$ cat src/mzs_pkg.sv
package mzs_pkg;

    // Time base.
    localparam int CLK_HZ        = 25_000_000;
    localparam int TIME_UNIT_HZ  = 1000;
    localparam int CYC_PER_MS    = CLK_HZ / TIME_UNIT_HZ;

    // Documented times, each in its own unit.
    localparam int WIN_STEP_MS   = 30;
    localparam int PAIR_WAIT_S   = 4;
    localparam int PAIR_WAIT_MS  = PAIR_WAIT_S * 1000;
    localparam int MUTE_LIMIT_MIN = 10;
    localparam int MUTE_LIMIT_S  = MUTE_LIMIT_MIN * 60;
    localparam int FLASH_HZ      = 1;
    localparam int FLASH_HALF_MS = 1000 / (2 * FLASH_HZ);
    localparam int MS_PER_S      = 1000;

    // Register offsets (byte addresses).
    localparam logic [7:0] ADDR_CTRL   = 8'h00;
    localparam logic [7:0] ADDR_LIMIT  = 8'h04;
    localparam logic [7:0] ADDR_STATE  = 8'h08;
    localparam logic [7:0] ADDR_IRQ_ST = 8'h0C;
    localparam logic [7:0] ADDR_IRQ_MK = 8'h10;

    // Control register fields.
    localparam int CTRL_WIN_LSB   = 0;
    localparam int CTRL_WIN_W     = 5;
    localparam int CTRL_UNLIM_BIT = 8;
    localparam int CTRL_DUST_LSB  = 12;
    localparam int LIMIT_W        = 16;

    // Reset values.
    localparam logic [4:0]  WIN_STEPS_RST = 5'h01;
    localparam logic [15:0] LIMIT_RST     = 16'(MUTE_LIMIT_S);

    // Dust filter levels.
    typedef enum logic [1:0] {
        DUST_LOW  = 2'h0,
        DUST_AVG  = 2'h1,
        DUST_HIGH = 2'h2
    } mzs_dust_t;

    typedef struct packed {
        logic [4:0] winSteps;
        logic       unlimited;
        mzs_dust_t  dust;
    } mzs_cfg_t;

    // Interrupt event bits.
    localparam int IRQ_W          = 5;
    localparam int EV_MUTE_START  = 0;
    localparam int EV_MUTE_END    = 1;
    localparam int EV_MUTE_CANCEL = 2;
    localparam int EV_ZONE_FAULT  = 3;
    localparam int EV_ZONE_CHANGE = 4;

    typedef struct packed {
        logic [3:0] zoneSet;
        logic       zoneFault;
        logic       muted;
        logic       cancelled;
        logic       winRunning;
    } mzs_stat_t;

endpackage

$ cat src/mzs_tick.sv
`timescale 1ns/10ps
`default_nettype none

// Millisecond time base and the muting lamp flash pattern.
module mzs_tick #(
    parameter int CYC_PER_MS = mzs_pkg::CYC_PER_MS,
    parameter int HALF_MS    = mzs_pkg::FLASH_HALF_MS
) (
    // Clock and reset
    input  wire logic core_clk,
    input  wire logic sys_rst,
    // Time base
    output logic      msTick,
    output logic      flash
);

    logic [$clog2(CYC_PER_MS)-1:0] cycCnt;
    logic [$clog2(HALF_MS+1)-1:0]  msCnt;
    wire                           cycWrap = (cycCnt == ($bits(cycCnt))'(CYC_PER_MS - 1));
    wire                           msWrap  = (msCnt == ($bits(msCnt))'(HALF_MS - 1));

    always_ff @(posedge core_clk) begin
        if (sys_rst) begin
            cycCnt <= '0;
            msCnt  <= '0;
            msTick <= 1'b0;
            flash  <= 1'b0;
        end else begin
            msTick <= cycWrap;
            cycCnt <= cycWrap ? '0 : cycCnt + 1'b1;
            if (cycWrap) begin
                msCnt <= msWrap ? '0 : msCnt + 1'b1;
                if (msWrap) begin
                    flash <= ~flash;
                end
            end
        end
    end

endmodule // mzs_tick

`default_nettype wire

$ cat src/mzs_muting_zone.sv
`timescale 1ns/10ps
`default_nettype none

// How it works
// - Bad zone codes are ignored while the switchover window runs.
// - Switchover window is programmed in 30 ms steps.
// - Muting starts when both sensors agree, or second follows within 4 s.
// - Muting timer runs; on expiry with sensors active, muting cancels, outputs go safe.
// - Muting limit is programmable; unlimited ends only when sensors clear.
// - No muting start while an object sits in the safety zone.
// - Lamp flashes only during muting, dark while waiting for the second sensor.
// - Material leaving first output-side sensor ends muting and darkens lamp.
// - Dust filter sensitivity offers high, average and low levels.
// - Zone violation or cancelled muting drops the safety output pair.
module mzs_muting_zone #(
    parameter int CYC_PER_MS = mzs_pkg::CYC_PER_MS,
    parameter int ZONE_SETS  = 10
) (
    // Clock and reset
    input  wire logic        core_clk,
    input  wire logic        sys_rst,
    // Register port
    input  wire logic [7:0]  regAddr,
    input  wire logic [31:0] regWdata,
    input  wire logic        regWr,
    input  wire logic        regRd,
    output logic      [31:0] regRdata,
    // Machine controller and sensors
    input  wire logic [3:0]  zoneCode,
    input  wire logic        muteSensA,
    input  wire logic        muteSensB,
    input  wire logic        muteSensOut,
    input  wire logic        objectInZone,
    // Outputs
    output logic      [3:0]  activeZone,
    output logic      [1:0]  safetySwitchOutputPair,
    output logic             muteLamp,
    output logic      [1:0]  dustLevel,
    output logic             irq
);

    typedef enum logic [2:0] {
        MS_IDLE,
        MS_WAIT2,
        MS_MUTED,
        MS_CANCEL,
        MS_REARM
    } mzs_mstate_t;

    // Configuration and interrupt registers.
    mzs_pkg::mzs_cfg_t         cfg;
    logic [15:0]               limitS;
    logic [mzs_pkg::IRQ_W-1:0] irqStat;
    logic [mzs_pkg::IRQ_W-1:0] irqMask;

    // Zone selection state.
    logic [3:0]  zoneSet;
    logic [3:0]  zonePrev;
    logic [15:0] winLeft;
    logic        zoneFault;

    // Muting state.
    mzs_mstate_t mst;
    mzs_mstate_t next_mst;
    logic [12:0] pairMs;
    logic [9:0]  msInSec;
    logic [15:0] muteSec;
    logic        outSeen;

    logic msTick;
    logic flash;

    mzs_tick #(
        .CYC_PER_MS (CYC_PER_MS),
        .HALF_MS    (mzs_pkg::FLASH_HALF_MS)
    ) u_tick (
        .core_clk (core_clk),
        .sys_rst  (sys_rst),
        .msTick   (msTick),
        .flash    (flash)
    );

    // Codes at or above the number of zone sets select nothing and count as invalid.
    function automatic logic zoneValid(input logic [3:0] code);
        return (code < 4'(ZONE_SETS));
    endfunction

    // Register decode.
    wire wrCtrl  = regWr && (regAddr == mzs_pkg::ADDR_CTRL);
    wire wrLimit = regWr && (regAddr == mzs_pkg::ADDR_LIMIT);
    wire wrIrqSt = regWr && (regAddr == mzs_pkg::ADDR_IRQ_ST);
    wire wrIrqMk = regWr && (regAddr == mzs_pkg::ADDR_IRQ_MK);
    wire [1:0] wrDust = regWdata[mzs_pkg::CTRL_DUST_LSB +: 2];
    wire       dustOk = (wrDust != 2'h3);

    // Zone selection decode.
    wire codeChanged = (zoneCode != zonePrev);
    wire winRunning  = (winLeft != 16'h0000);
    wire codeOk      = zoneValid(zoneCode);
    wire next_fault  = !codeOk && !winRunning && !codeChanged;
    // A zero step count gives no window, so a bad code faults on the second edge after it appears.
    wire [15:0] winLoad = 16'(cfg.winSteps) * 16'(mzs_pkg::WIN_STEP_MS);

    // Muting decode.
    wire anySens   = muteSensA || muteSensB;
    wire bothSens  = muteSensA && muteSensB;
    wire pairLate  = (pairMs >= 13'(mzs_pkg::PAIR_WAIT_MS));
    wire limitHit  = !cfg.unlimited && (muteSec >= limitS);
    wire allClear  = !anySens && !muteSensOut;
    wire outCleared = outSeen && !muteSensOut;
    wire muted     = (mst == MS_MUTED);
    wire inCancel  = (mst == MS_CANCEL);
    wire secWrap   = msTick && (msInSec == 10'(mzs_pkg::MS_PER_S - 1));

    always_comb begin
        next_mst = mst;
        case (mst)
            MS_IDLE: begin
                if (bothSens && !objectInZone) begin
                    next_mst = MS_MUTED;
                end else if (anySens) begin
                    next_mst = MS_WAIT2;
                end
            end
            MS_WAIT2: begin
                if (bothSens && !objectInZone && !pairLate) begin
                    next_mst = MS_MUTED;
                end else if (pairLate || objectInZone) begin
                    next_mst = MS_REARM;
                end else if (!anySens) begin
                    next_mst = MS_IDLE;
                end
            end
            MS_MUTED: begin
                if (limitHit && (anySens || muteSensOut)) begin
                    next_mst = MS_CANCEL;
                end else if (outCleared || allClear) begin
                    next_mst = MS_IDLE;
                end
            end
            // The pair stays safe here until every sensor has cleared, so no restart slips in.
            MS_CANCEL: begin
                if (allClear) begin
                    next_mst = MS_IDLE;
                end
            end
            MS_REARM: begin
                // A late or refused sequence must clear before a new one may start.
                if (!anySens) begin
                    next_mst = MS_IDLE;
                end
            end
            default: next_mst = MS_IDLE;
        endcase
    end

    // Events for the interrupt status register.
    // Events are taken from the next state, so each one is flagged in exactly one cycle.
    logic [mzs_pkg::IRQ_W-1:0] events;
    always_comb begin
        events = '0;
        events[mzs_pkg::EV_MUTE_START]  = !muted && (next_mst == MS_MUTED);
        events[mzs_pkg::EV_MUTE_END]    = muted && (next_mst == MS_IDLE);
        events[mzs_pkg::EV_MUTE_CANCEL] = muted && (next_mst == MS_CANCEL);
        events[mzs_pkg::EV_ZONE_FAULT]  = next_fault && !zoneFault;
        events[mzs_pkg::EV_ZONE_CHANGE] = codeOk && (zoneCode != zoneSet);
    end

    // Safety decision: a muted zone violation is tolerated, anything else drops the pair.
    wire violation = objectInZone && !muted;
    // The pair is registered, so a violation drops it on the same edge that samples it.
    wire pairOn    = !violation && !zoneFault && !inCancel;

    always_ff @(posedge core_clk) begin
        if (sys_rst) begin
            cfg       <= '{winSteps: mzs_pkg::WIN_STEPS_RST, unlimited: 1'b0,
                           dust: mzs_pkg::DUST_AVG};
            limitS    <= mzs_pkg::LIMIT_RST;
            irqMask   <= '0;
        end else begin
            if (wrCtrl) begin
                cfg.winSteps  <= regWdata[mzs_pkg::CTRL_WIN_LSB +: mzs_pkg::CTRL_WIN_W];
                cfg.unlimited <= regWdata[mzs_pkg::CTRL_UNLIM_BIT];
                if (dustOk) begin
                    cfg.dust <= mzs_pkg::mzs_dust_t'(wrDust);
                end
            end
            if (wrLimit) begin
                limitS <= regWdata[mzs_pkg::LIMIT_W-1:0];
            end
            if (wrIrqMk) begin
                irqMask <= regWdata[mzs_pkg::IRQ_W-1:0];
            end
        end
    end

    // Sticky status: a new event wins over a write-one-to-clear in the same cycle.
    always_ff @(posedge core_clk) begin
        if (sys_rst) begin
            irqStat <= '0;
        end else begin
            irqStat <= (irqStat & ~(wrIrqSt ? regWdata[mzs_pkg::IRQ_W-1:0] : '0)) | events;
        end
    end

    // Zone selection with switchover window.
    always_ff @(posedge core_clk) begin
        if (sys_rst) begin
            zoneSet   <= '0;
            zonePrev  <= '0;
            winLeft   <= '0;
            zoneFault <= 1'b0;
        end else begin
            zonePrev <= zoneCode;
            if (codeChanged) begin
                winLeft <= winLoad;
            end else if (msTick && winRunning) begin
                winLeft <= winLeft - 16'h0001;
            end
            if (codeOk) begin
                zoneSet <= zoneCode;
            end
            zoneFault <= next_fault;
        end
    end

    // Muting sequencer and its timers.
    // The second counter saturates, so a long unlimited muting cannot wrap into a timeout.
    always_ff @(posedge core_clk) begin
        if (sys_rst) begin
            mst     <= MS_IDLE;
            pairMs  <= '0;
            msInSec <= '0;
            muteSec <= '0;
            outSeen <= 1'b0;
        end else begin
            mst <= next_mst;
            if (mst != MS_WAIT2) begin
                pairMs <= '0;
            end else if (msTick && !pairLate) begin
                pairMs <= pairMs + 13'h0001;
            end
            if (!muted) begin
                msInSec <= '0;
                muteSec <= '0;
                outSeen <= 1'b0;
            end else begin
                if (muteSensOut) begin
                    outSeen <= 1'b1;
                end
                if (msTick) begin
                    msInSec <= secWrap ? '0 : msInSec + 10'h001;
                end
                if (secWrap && (muteSec != 16'hFFFF)) begin
                    muteSec <= muteSec + 16'h0001;
                end
            end
        end
    end

    // Registered outputs.
    mzs_pkg::mzs_stat_t stat;
    assign stat = '{zoneSet: zoneSet, zoneFault: zoneFault, muted: muted,
                    cancelled: inCancel, winRunning: winRunning};

    logic [31:0] rdMux;
    always_comb begin
        case (regAddr)
            mzs_pkg::ADDR_CTRL:   rdMux = {18'h00000, cfg.dust, 3'h0, cfg.unlimited,
                                           3'h0, cfg.winSteps};
            mzs_pkg::ADDR_LIMIT:  rdMux = {16'h0000, limitS};
            mzs_pkg::ADDR_STATE:  rdMux = {21'h000000, mst, $bits(stat)'(stat)};
            mzs_pkg::ADDR_IRQ_ST: rdMux = {27'h0000000, irqStat};
            mzs_pkg::ADDR_IRQ_MK: rdMux = {27'h0000000, irqMask};
            default:              rdMux = 32'h00000000;
        endcase
    end

    // Read data are zero outside the read slot, so a stale value is never taken as an answer.
    always_ff @(posedge core_clk) begin
        if (sys_rst) begin
            regRdata               <= 32'h00000000;
            activeZone             <= '0;
            safetySwitchOutputPair <= 2'h0;
            muteLamp               <= 1'b0;
            dustLevel              <= 2'h0;
            irq                    <= 1'b0;
        end else begin
            regRdata               <= regRd ? rdMux : 32'h00000000;
            activeZone             <= zoneSet;
            safetySwitchOutputPair <= {2{pairOn}};
            muteLamp               <= (next_mst == MS_MUTED) && flash;
            dustLevel              <= cfg.dust;
            irq                    <= |(irqStat & irqMask);
        end
    end

endmodule // mzs_muting_zone

`default_nettype wire

$ cat config.mk
export PLATFORM = sky130hd
export DESIGN_NAME = mzs_muting_zone
export DESIGN_NICKNAME = d
export VERILOG_FILES = /design/src/mzs_pkg.sv /design/src/mzs_tick.sv /design/src/mzs_muting_zone.sv
export SDC_FILE = /design/constraint.sdc
export NUM_CORES = 1
export LEC_CHECK = 0
export BUFFER_PORTS_ARGS = -buffer_cell sky130_fd_sc_hd__clkbuf_2
export CORE_ASPECT_RATIO = 1.4
export CORE_MARGIN = 2
export CORE_UTILIZATION = 55
export DETAILED_ROUTE_END_ITERATION = 8
export HOLD_SLACK_MARGIN = 0.02
export PLACE_DENSITY = 0.85
export SYNTH_ARGS = -nofsm -noshare
export SYNTH_HDL_FRONTEND = slang
export SYNTH_SLANG_ARGS = --single-unit
$ cat constraint.sdc
create_clock -name core_clk -period 6 [get_ports core_clk]
set_clock_uncertainty 0.2 [all_clocks]
set_input_delay 1.2 -clock core_clk [delete_from_list [all_inputs] [get_ports core_clk]]
set_output_delay 1.2 -clock core_clk [all_outputs]
set_load 0.005 [all_outputs]
==> results.json, run 1 <==
{
  "p_leak_nw": 3.384,
  "rows": 51,
  "cts_tree": "built",
  "vias": 6452,
  "finalCriticalPeriod_ps": 3392,
  "yosys_most_used_dff": "dfxtp_1",
  "synthArstFlopShare_pct": 0,
  "drt-total-wl_um": 17400,
  "tightest_slew_ps": 852.4,
  "ys_warn_count": 0,
  "firstDrtPassIters": 7,
  "synth-edff-count": 0,
  "most-common-layout-cells": "dfxtp_1 (153), nor2_1 (92), a21oi_1 (65)",
  "path_clk_slew_ps": 70,
  "antenna_found_initial": 0,
  "synth.largest_area_cell": "dfxtp_1",
  "crit_slowest_cell": "nand3_1",
  "syn_area_um2": 7737,
  "cts_made_buffers": 17,
  "area_delta_synth_final_pct": 11.61,
  "yosysUniqueCellTypes": 76,
  "synth_cells": 878,
  "worst-setup-path-type": "primary input to flip-flop",
  "io_pins": 94,
  "finalSetupTns_ps": 0,
  "cts_hold_buf": 0,
  "fin_crit_sh_pct": 56.54,
  "synth_top_area_share_pct": 39.59,
  "ys_seq_area_share_pct": 39.59,
  "critPathLaunchType": "primary input",
  "report.final.slew_viol_count": 0,
  "top_usage_layer": "met2",
  "ant_nets": 0,
  "syn_area_per_cell_um2": 8.813,
  "use_met1_pct": 26.51,
  "clk_latency_ps": 430,
  "grt_pass1_wl_um": 28550,
  "dieArea_um2": 15050,
  "grt_util_met2_pct": 43.04,
  "hold_viol_final": 0,
  "power_density_nw_per_um2": 253.0,
  "drtIter0Drc": 349,
  "met3_usage_pct": 5.498,
  "cap_violations": 0,
  "wire_per_inst_um": 15.57,
  "end_kind": "flip-flop",
  "post_drt_via_cell_ratio": 5.771,
  "setup_viol_count_final": 0,
  "fmax_mhz": 294.8,
  "rsz0062_at_grt": "false",
  "initial_utilization_pct": 55.88,
  "htree_levels": 4,
  "track_usage_pct": 23.70,
  "coreArea_um2": 13850,
  "holdWs_ps": 245.6,
  "synth_seq_cells": 153,
  "dpl.hpwl_um": 12160,
  "root_buffer": "clkbuf_16",
  "io_buffers": 61,
  "antenna_cells": 0,
  "cp_top_family": "simple AND/OR/NAND/NOR gates",
  "post_cts_buffers": 0,
  "arrival_ps": 3480,
  "worstPathRequired_ps": 6090,
  "drc": 0,
  "grt_start_max_net_pins": 63,
  "final_common_cell": "dfxtp_1",
  "crit_buf_inv": 1,
  "die_y_um": 144.3,
  "cp_max_fo": 20,
  "status": "complete, no violations",
  "place_congestion": 0.8445,
  "cts.repair.resized": 0,
  "nets": 1014,
  "critical_path.cell_chain": "clkbuf_2, or4_4, nor4_1, nand3_1, nor3_1, a31oi_1",
  "cts_buffer_depth": 2,
  "grt_pass1_vias": 6116,
  "ys_top_cells_by_area": "dfxtp_1 (40%), ha_1 (5.7%), xor2_1 (4.8%), nor2_1 (4.5%), a21oi_1 (4.2%)",
  "cts.sinks": 153,
  "die_w_um": 104.2,
  "drive_gt1_share_pct": 12.97,
  "critPathMaxStageDelay_ps": 720,
  "peakVddDrop_v": 0.0002137,
  "hold_class": "flip-flop to flip-flop",
  "gr-total-overflow": 0,
  "maxSlewHeadroom_pct": 43.02
}
[cell type report]
cell class / instances / area (um^2)
multi-input combinational: 645 / 4293
clock buffer: 17 / 425.4
inverter: 40 / 150.1
tap: 185 / 231.5
fill: 1171 / 5211
sequential: 153 / 3063
clock inverter: 15 / 152.6
timing repair buffer: 63 / 320.3
[power by group]
group          internal, W  switching [W]  leakage, nW
Sequential         0.00103      0.0000132         1.24
Combinational    0.0000368      0.0000631         1.87
Clock             0.000554       0.000489        0.280
Total              0.00162       0.000566         3.38
[cell usage after synthesis (4+ instances only)]
| library cell | instances |
|---|---|
| dfxtp_1 | 153 |
| nor2_1 | 92 |
| a21oi_1 | 65 |
| nand2_1 | 62 |
| xor2_1 | 42 |
| inv_1 | 39 |
| ha_1 | 35 |
| nand3_1 | 33 |
| o21ai_0 | 29 |
| clkbuf_1 | 28 |
| xnor2_1 | 23 |
| nand4_1 | 22 |
| buf_4 | 18 |
| mux2i_1 | 18 |
| and3_1 | 16 |
| nor3_1 | 16 |
| nor2b_1 | 15 |
| or3_1 | 14 |
| a22oi_1 | 11 |
| and2_1 | 11 |
| o2111ai_1 | 8 |
| a31oi_1 | 7 |
| fa_1 | 7 |
| nand2b_1 | 7 |
| nand3b_1 | 7 |
| o211ai_1 | 6 |
| and4_1 | 5 |
| nor4_1 | 5 |
| a211o_1 | 4 |
| a211oi_1 | 4 |
| buf_2 | 4 |
| o22ai_1 | 4 |
[worst paths after layout]
check / end / from / cells after the start / slack [ps]
max: limitS[9] / regAddr[1] / 6 / 2610
min: u_tick.cycCnt[0] / u_tick.cycCnt[0] / 1 / 250
max reg2reg: winLeft[9] / cfg[5] / 8 / 2860
min reg2reg: u_tick.cycCnt[0] / u_tick.cycCnt[0] / 1 / 250
[flip-flops by register name (all words and copies together) (netlist names), 3 cells and up]
signal / cells
limitS: 16
winLeft: 16
u_tick.cycCnt: 15
irqMask: 5
irqStat: 5
zoneSet: 4
zonePrev: 4
mst: 3
pairMs: 13
activeZone: 4
muteSec: 16
u_tick.msCnt: 9
msInSec: 10
cfg: 8
regRdata: 16
[stage by stage]
step	util [%]	area [um^2]	cells	setup WS (ps)	power, W
floorplan	-	7794	893	3008	0.001134
global placement	58.19	8058	1086	2339	0.001160
detailed placement	58.19	8058	1086	2269	0.001163
CTS	62.37	8636	1118	2693	0.002196
global route	62.37	8636	1118	2466	0.002255
finish	62.37	8636	1118	2608	0.002185
[kinds of logic after synthesis]
| family | after synthesis | share of synthesized area [%] |
|---|---|---|
| other cells | 1 | 0.04847 |
| xor+xnor | 65 | 7.358 |
| fa+ha+maj | 42 | 7.471 |
| flops | 153 | 39.59 |
| buf+inv | 95 | 5.741 |
| compound gates | 167 | 13.70 |
| simple gates | 334 | 23.04 |
| mux | 21 | 3.056 |
[layer usage]
layer  part of all wire [%]  up-vias
met5                      0        -
met4                    2.9        0
met3                    4.7       49
met2                     52      196
met1                     41     3058
li1                       -     3149
Power figures use the tool's default switching activity.
==> run 2: changes to the inputs <==
==> constraint.sdc (replaced) <==
create_clock -name core_clk -period 3.51 [get_ports core_clk]
set_clock_uncertainty 0.2 [all_clocks]
set_input_delay 0.702 -clock core_clk [delete_from_list [all_inputs] [get_ports core_clk]]
set_output_delay 0.702 -clock core_clk [all_outputs]
set_load 0.005 [all_outputs]
==> run 2 against run 1 <==
Compared with the run above:
- sequential share of layout area shrank 0.39 points
- global-route usage grew 0.46 points
- die area is the same
- critical path type is now flip-flop to flip-flop
- critical endpoint is now winLeft[9]
==> results.json, run 2 (synthesis results as in run 1) <==
{
  "status": "complete, no violations",
  "firstDrtPassIters": 5,
  "power_density_nw_per_um2": 438.7,
  "arrival_ps": 3150,
  "post_drt_via_cell_ratio": 5.802,
  "gr-total-overflow": 0,
  "worstPathRequired_ps": 3590,
  "crit_slowest_cell": "dfxtp_1",
  "track_usage_pct": 24.16,
  "holdWs_ps": 247.1,
  "die_y_um": 144.3,
  "p_total_w": 0.003831,
  "cp_max_fo": 7,
  "grt_pass1_vias": 6375,
  "critPathMaxStageDelay_ps": 540,
  "post_cts_buffers": 0,
  "report.final.slew_viol_count": 0,
  "grt_pass1_wl_um": 29370,
  "finalSetupTns_ps": 0,
  "grt_util_met2_pct": 44.94,
  "critical_path.cell_chain": "fa_1, fa_1, fa_1, a211oi_1, o21bai_1, a21oi_1, xor2_1, o22ai_1",
  "initial_utilization_pct": 55.88,
  "hold_class": "flip-flop to flip-flop",
  "io_pins": 94,
  "io_buffers": 61,
  "crit_top_cell": "fa_1",
  "final_util_pct": 63.06,
  "cts_hold_buf": 0,
  "dpl.hpwl_um": 12510,
  "post_dp_cell_area_um2": 8125,
  "use_met1_pct": 26.51,
  "design_area_um2": 8732,
  "fmax_mhz": 326.2,
  "drc": 0,
  "end_kind": "flip-flop",
  "final_common_cell": "dfxtp_1",
  "cts_made_buffers": 17,
  "cp_top_family": "adder cells",
  "top_usage_layer": "met2",
  "p_leak_nw": 3.443,
  "critPathLaunchType": "flip-flop",
  "die_w_um": 104.2,
  "tightest_slew_ps": 728.1,
  "cts.repair.resized": 0,
  "met3_usage_pct": 4.101,
  "drtIter0Drc": 428,
  "dieArea_um2": 15050,
  "htree_levels": 4,
  "finalCriticalPeriod_ps": 3066,
  "clk_latency_ps": 420,
  "worst-setup-path-type": "flip-flop to flip-flop",
  "crit_buf_inv": 0,
  "root_buffer": "clkbuf_16",
  "coreArea_um2": 13850,
  "cts_tree": "built",
  "rsz0062_at_grt": "false",
  "grt_start_max_net_pins": 35,
  "fin_crit_sh_pct": 87.35,
  "maxSlewHeadroom_pct": 51.34,
  "cts_buffer_depth": 2,
  "rows": 51,
  "drt-total-wl_um": 17650,
  "place_congestion": 0.9005,
  "peakVddDrop_v": 0.0003084,
  "nets": 1023,
  "drive_gt1_share_pct": 13.60,
  "wire_per_inst_um": 15.68,
  "vias": 6533,
  "area_delta_synth_final_pct": 12.86,
  "antenna_cells": 0,
  "ant_nets": 0,
  "path_clk_slew_ps": 60,
  "hold_viol_final": 0,
  "cap_violations": 0,
  "most-common-layout-cells": "dfxtp_1 (153), nor2_1 (92), a21oi_1 (65)",
  "cts.sinks": 153,
  "antenna_found_initial": 0,
  "setup_viol_count_final": 0
}
[run 2: cell count changes in the layout (fill, tap and decap cells not counted)]
cell / before / now
inv_8: 5 / 0
clkinv_8: 2 / 0
bufinv_16: 0 / 3
clkbuf_8: 0 / 1
clkinvlp_4: 2 / 1
buf_4: 2 / 11
clkbuf_1: 0 / 1
clkinv_4: 1 / 3
[run 2: routing by layer]
metal / up-vias / wire length, um
li1: 3157 / -
met1: 3102 / 7082
met2: 219 / 9220
met3: 55 / 779
met4: 0 / 571
met5: - / 0
[run 2: layout make-up]
cell class | instances | area, um^2
Clock buffer | 19 | 442.9
Clock inverter | 12 | 163.9
Fill cell | 1119 | 5115
Inverter | 40 | 150.1
Multi-Input combinational cell | 645 | 4293
Sequential cell | 153 | 3063
Tap cell | 185 | 231.5
Timing Repair Buffer | 72 | 387.9
[run 2: power breakdown]
group	leakage, nW	internal (W)	switching, W
logic	1.91	0.0000658	0.000111
clock network	0.295	0.00114	0.000727
registers	1.24	0.00176	0.0000236
[run 2: worst register-to-register path, delay by kind of cell, from the launching register on]
kind            cells  cell delay (ps)
fa+ha+maj           3             1480
xor+xnor            1              150
flops               1              540
compound gates      4              570
[run 2: worst paths after layout]
| path | startpoint | cells after the start | to | slack (ps) |
|---|---|---|---|---|
| max | cfg[5] | 8 | winLeft[9] | 440 |
| min | u_tick.cycCnt[0] | 1 | u_tick.cycCnt[0] | 250 |
| max reg2reg | cfg[5] | 8 | winLeft[9] | 440 |
| min reg2reg | u_tick.cycCnt[0] | 1 | u_tick.cycCnt[0] | 250 |
[run 2: through the flow]
stage,worst slack (ps),instances
after floorplan,661.9,893
after detailed placement,433.2,1095
after global placement,459.8,1095
after CTS,431.2,1126
final,444.1,1126
after global routing,252.2,1126
==> run 3: changes to the inputs <==
--- a/config.mk
+++ b/config.mk
@@ -9,6 +9,7 @@
 export CORE_ASPECT_RATIO = 1.4
 export CORE_MARGIN = 2
 export CORE_UTILIZATION = 55
+export CTS_CLUSTER_DIAMETER = 50
 export DETAILED_ROUTE_END_ITERATION = 8
 export HOLD_SLACK_MARGIN = 0.02
 export PLACE_DENSITY = 0.85
==> constraint.sdc (replaced) <==
create_clock -name core_clk -period 3.51 [get_ports core_clk]
set_clock_uncertainty 0.2 [all_clocks]
set_input_delay 0.1755 -clock core_clk [delete_from_list [all_inputs] [get_ports core_clk]]
set_output_delay 0.1755 -clock core_clk [all_outputs]
set_load 0.005 [all_outputs]
==> run 3 against run 2 <==
Compared with the run above:
- sequential power about the same
- sequential cell count unchanged
- final cell count up 3.1%
- maximum frequency down 7.7%
- register-to-register slack worse by 20 ps
- total power down 0.51%
- core utilization up 2.4 points
- design area up 3.8%
- die area unchanged
- non-clock buffer count up 34
- largest cell class unchanged
- highest routed layer unchanged
==> results.json, run 3 (synthesis results as in run 1) <==
{
  "status": "complete, no violations",
  "vias": 6645,
  "end_kind": "flip-flop",
  "reg2reg_from": "cfg[5]",
  "worstPathRequired_ps": 3670,
  "p_total_w": 0.003811,
  "cp_max_fo": 8,
  "gr-total-overflow": 0,
  "finalSetupTns_ps": 0,
  "setup_viol_count_final": 0,
  "r2r_cells": 8,
  "reg2reg_to": "winLeft[9]",
  "area_delta_synth_final_pct": 17.14,
  "nets": 1057,
  "design_area_um2": 9064,
  "rows": 51,
  "dpl.hpwl_um": 12200,
  "maxSlewHeadroom_pct": 50.12,
  "firstDrtPassIters": 6,
  "final_common_cell": "dfxtp_1",
  "cts.repair.resized": 0,
  "htree_levels": 4,
  "post_dp_cell_area_um2": 8088,
  "critPathLaunchType": "primary input",
  "track_usage_pct": 24.65,
  "tightest_slew_ps": 746.3,
  "most-common-layout-cells": "dfxtp_1 (153), nor2_1 (92), a21oi_1 (65)",
  "root_buffer": "clkbuf_16",
  "r2r_setup_slack_ps": 420,
  "worst-setup-path-type": "primary input to flip-flop",
  "wire_per_inst_um": 15.78,
  "arrival_ps": 3490,
  "fmax_mhz": 301.0,
  "die_y_um": 144.3,
  "dieArea_um2": 15050,
  "hold_viol_final": 0,
  "grt_pass1_vias": 6345,
  "drt-total-wl_um": 18320,
  "initial_utilization_pct": 55.88,
  "grt_start_max_net_pins": 51,
  "antenna_found_initial": 0,
  "peakVddDrop_v": 0.0002996,
  "min_to": "regRdata[12]",
  "coreArea_um2": 13850,
  "fin_crit_sh_pct": 94.64,
  "power_density_nw_per_um2": 420.5,
  "path_clk_slew_ps": 70,
  "p_leak_nw": 3.596,
  "io_buffers": 61,
  "cts_buffer_depth": 2,
  "cap_violations": 0,
  "cts.sinks": 153,
  "report.final.slew_viol_count": 0,
  "grt_pass1_wl_um": 29570,
  "cts_made_buffers": 17,
  "drive_gt1_share_pct": 13.22,
  "hold_class": "primary input to flip-flop",
  "drc": 0,
  "drtIter0Drc": 426,
  "ant_nets": 0,
  "rsz0062_at_grt": "false",
  "holdPathStages": 4,
  "hold_start": "regRd",
  "cts_tree": "built",
  "io_pins": 94,
  "post_drt_via_cell_ratio": 5.724,
  "clk_latency_ps": 430,
  "place_congestion": 0.8840,
  "finalCriticalPeriod_ps": 3322,
  "holdWs_ps": 51.13,
  "antenna_cells": 0,
  "die_w_um": 104.2
}
==> run 3: cell count changes in the layout (fill, tap and decap cells not counted), sizes merged <==
cell,delta
dlygate4sd3,+35
bufinv,-2
inv,+2
buf,-1
clkbuf,-1
clkinv,+1
clkinvlp,+1
==> run 3: worst max-delay path by stage <==
| stage | slack, ps | cells past startpoint | start | endpoint |
|---|---|---|---|---|
| 2_1_floorplan | 660 | 8 | cfg[5] | winLeft[9] |
| 3_3_place_gp | 520 | 8 | cfg[5] | winLeft[9] |
| 3_5_place_dp | 410 | 8 | cfg[5] | winLeft[9] |
| 4_1_cts | 80 | 9 | regAddr[7] | limitS[7] |
| 5_1_grt | 100 | 10 | regAddr[7] | limitS[10] |
| 6_report | 190 | 10 | regAddr[7] | limitS[10] |
==> run 3: layout make-up <==
cell class | instances | area, um^2
fillers | 1081 | 4783
repair buffers | 106 | 730.7
multi-input cells | 645 | 4293
inverters | 40 | 150.1
flip-flops and latches | 153 | 3063
clock inverters | 14 | 156.4
well taps | 185 | 231.5
clock buffers | 18 | 439.2
==> run 3: per-layer routing <==
layer | up-vias | part of all wire (%) | GRT usage [%]
li1 | 3247 | - | -
met2 | 212 | 52 | 45.64
met3 | 51 | 4.9 | 4.867
met5 | - | 0 | 0
met1 | 3135 | 40 | 27.40
met4 | 0 | 3.2 | 11.02
==> run 3: metrics by stage <==
step | worst slack, ps | util (%) | instances
after floorplan | 661.9 | - | 893
after global placement | 516.7 | 58.41 | 1090
after detailed placement | 405.7 | 58.41 | 1090
after CTS | 84.53 | 65.24 | 1157
after global routing | 97.93 | 65.46 | 1161
final | 188.0 | 65.46 | 1161
==> run 3: critical path, cell delays in order <==
cell and delay, ps:
dlygate4sd3_1 550, clkbuf_2 110, or4_4 470, dlygate4sd3_1 610, or3_4 360, nor3_4 180, buf_4 190, nand3_1 80
a21oi_1 160, dlygate4sd3_1 590
==> run 3: report_power, final <==
part / leakage, nW / internal [W] / total (W) / switching [W]
clock network: 0.286 / 0.00103 / 0.00183 / 0.000806
logic: 2.07 / 0.0000832 / 0.000200 / 0.000117
registers: 1.24 / 0.00176 / 0.00178 / 0.0000225
==> run 3: repair_timing <==
item	in CTS	in global routing
buffers inserted	0	4
hold buffers	35	0
endpoints found under the hold margin	46	0
endpoints found under the setup margin	0	7
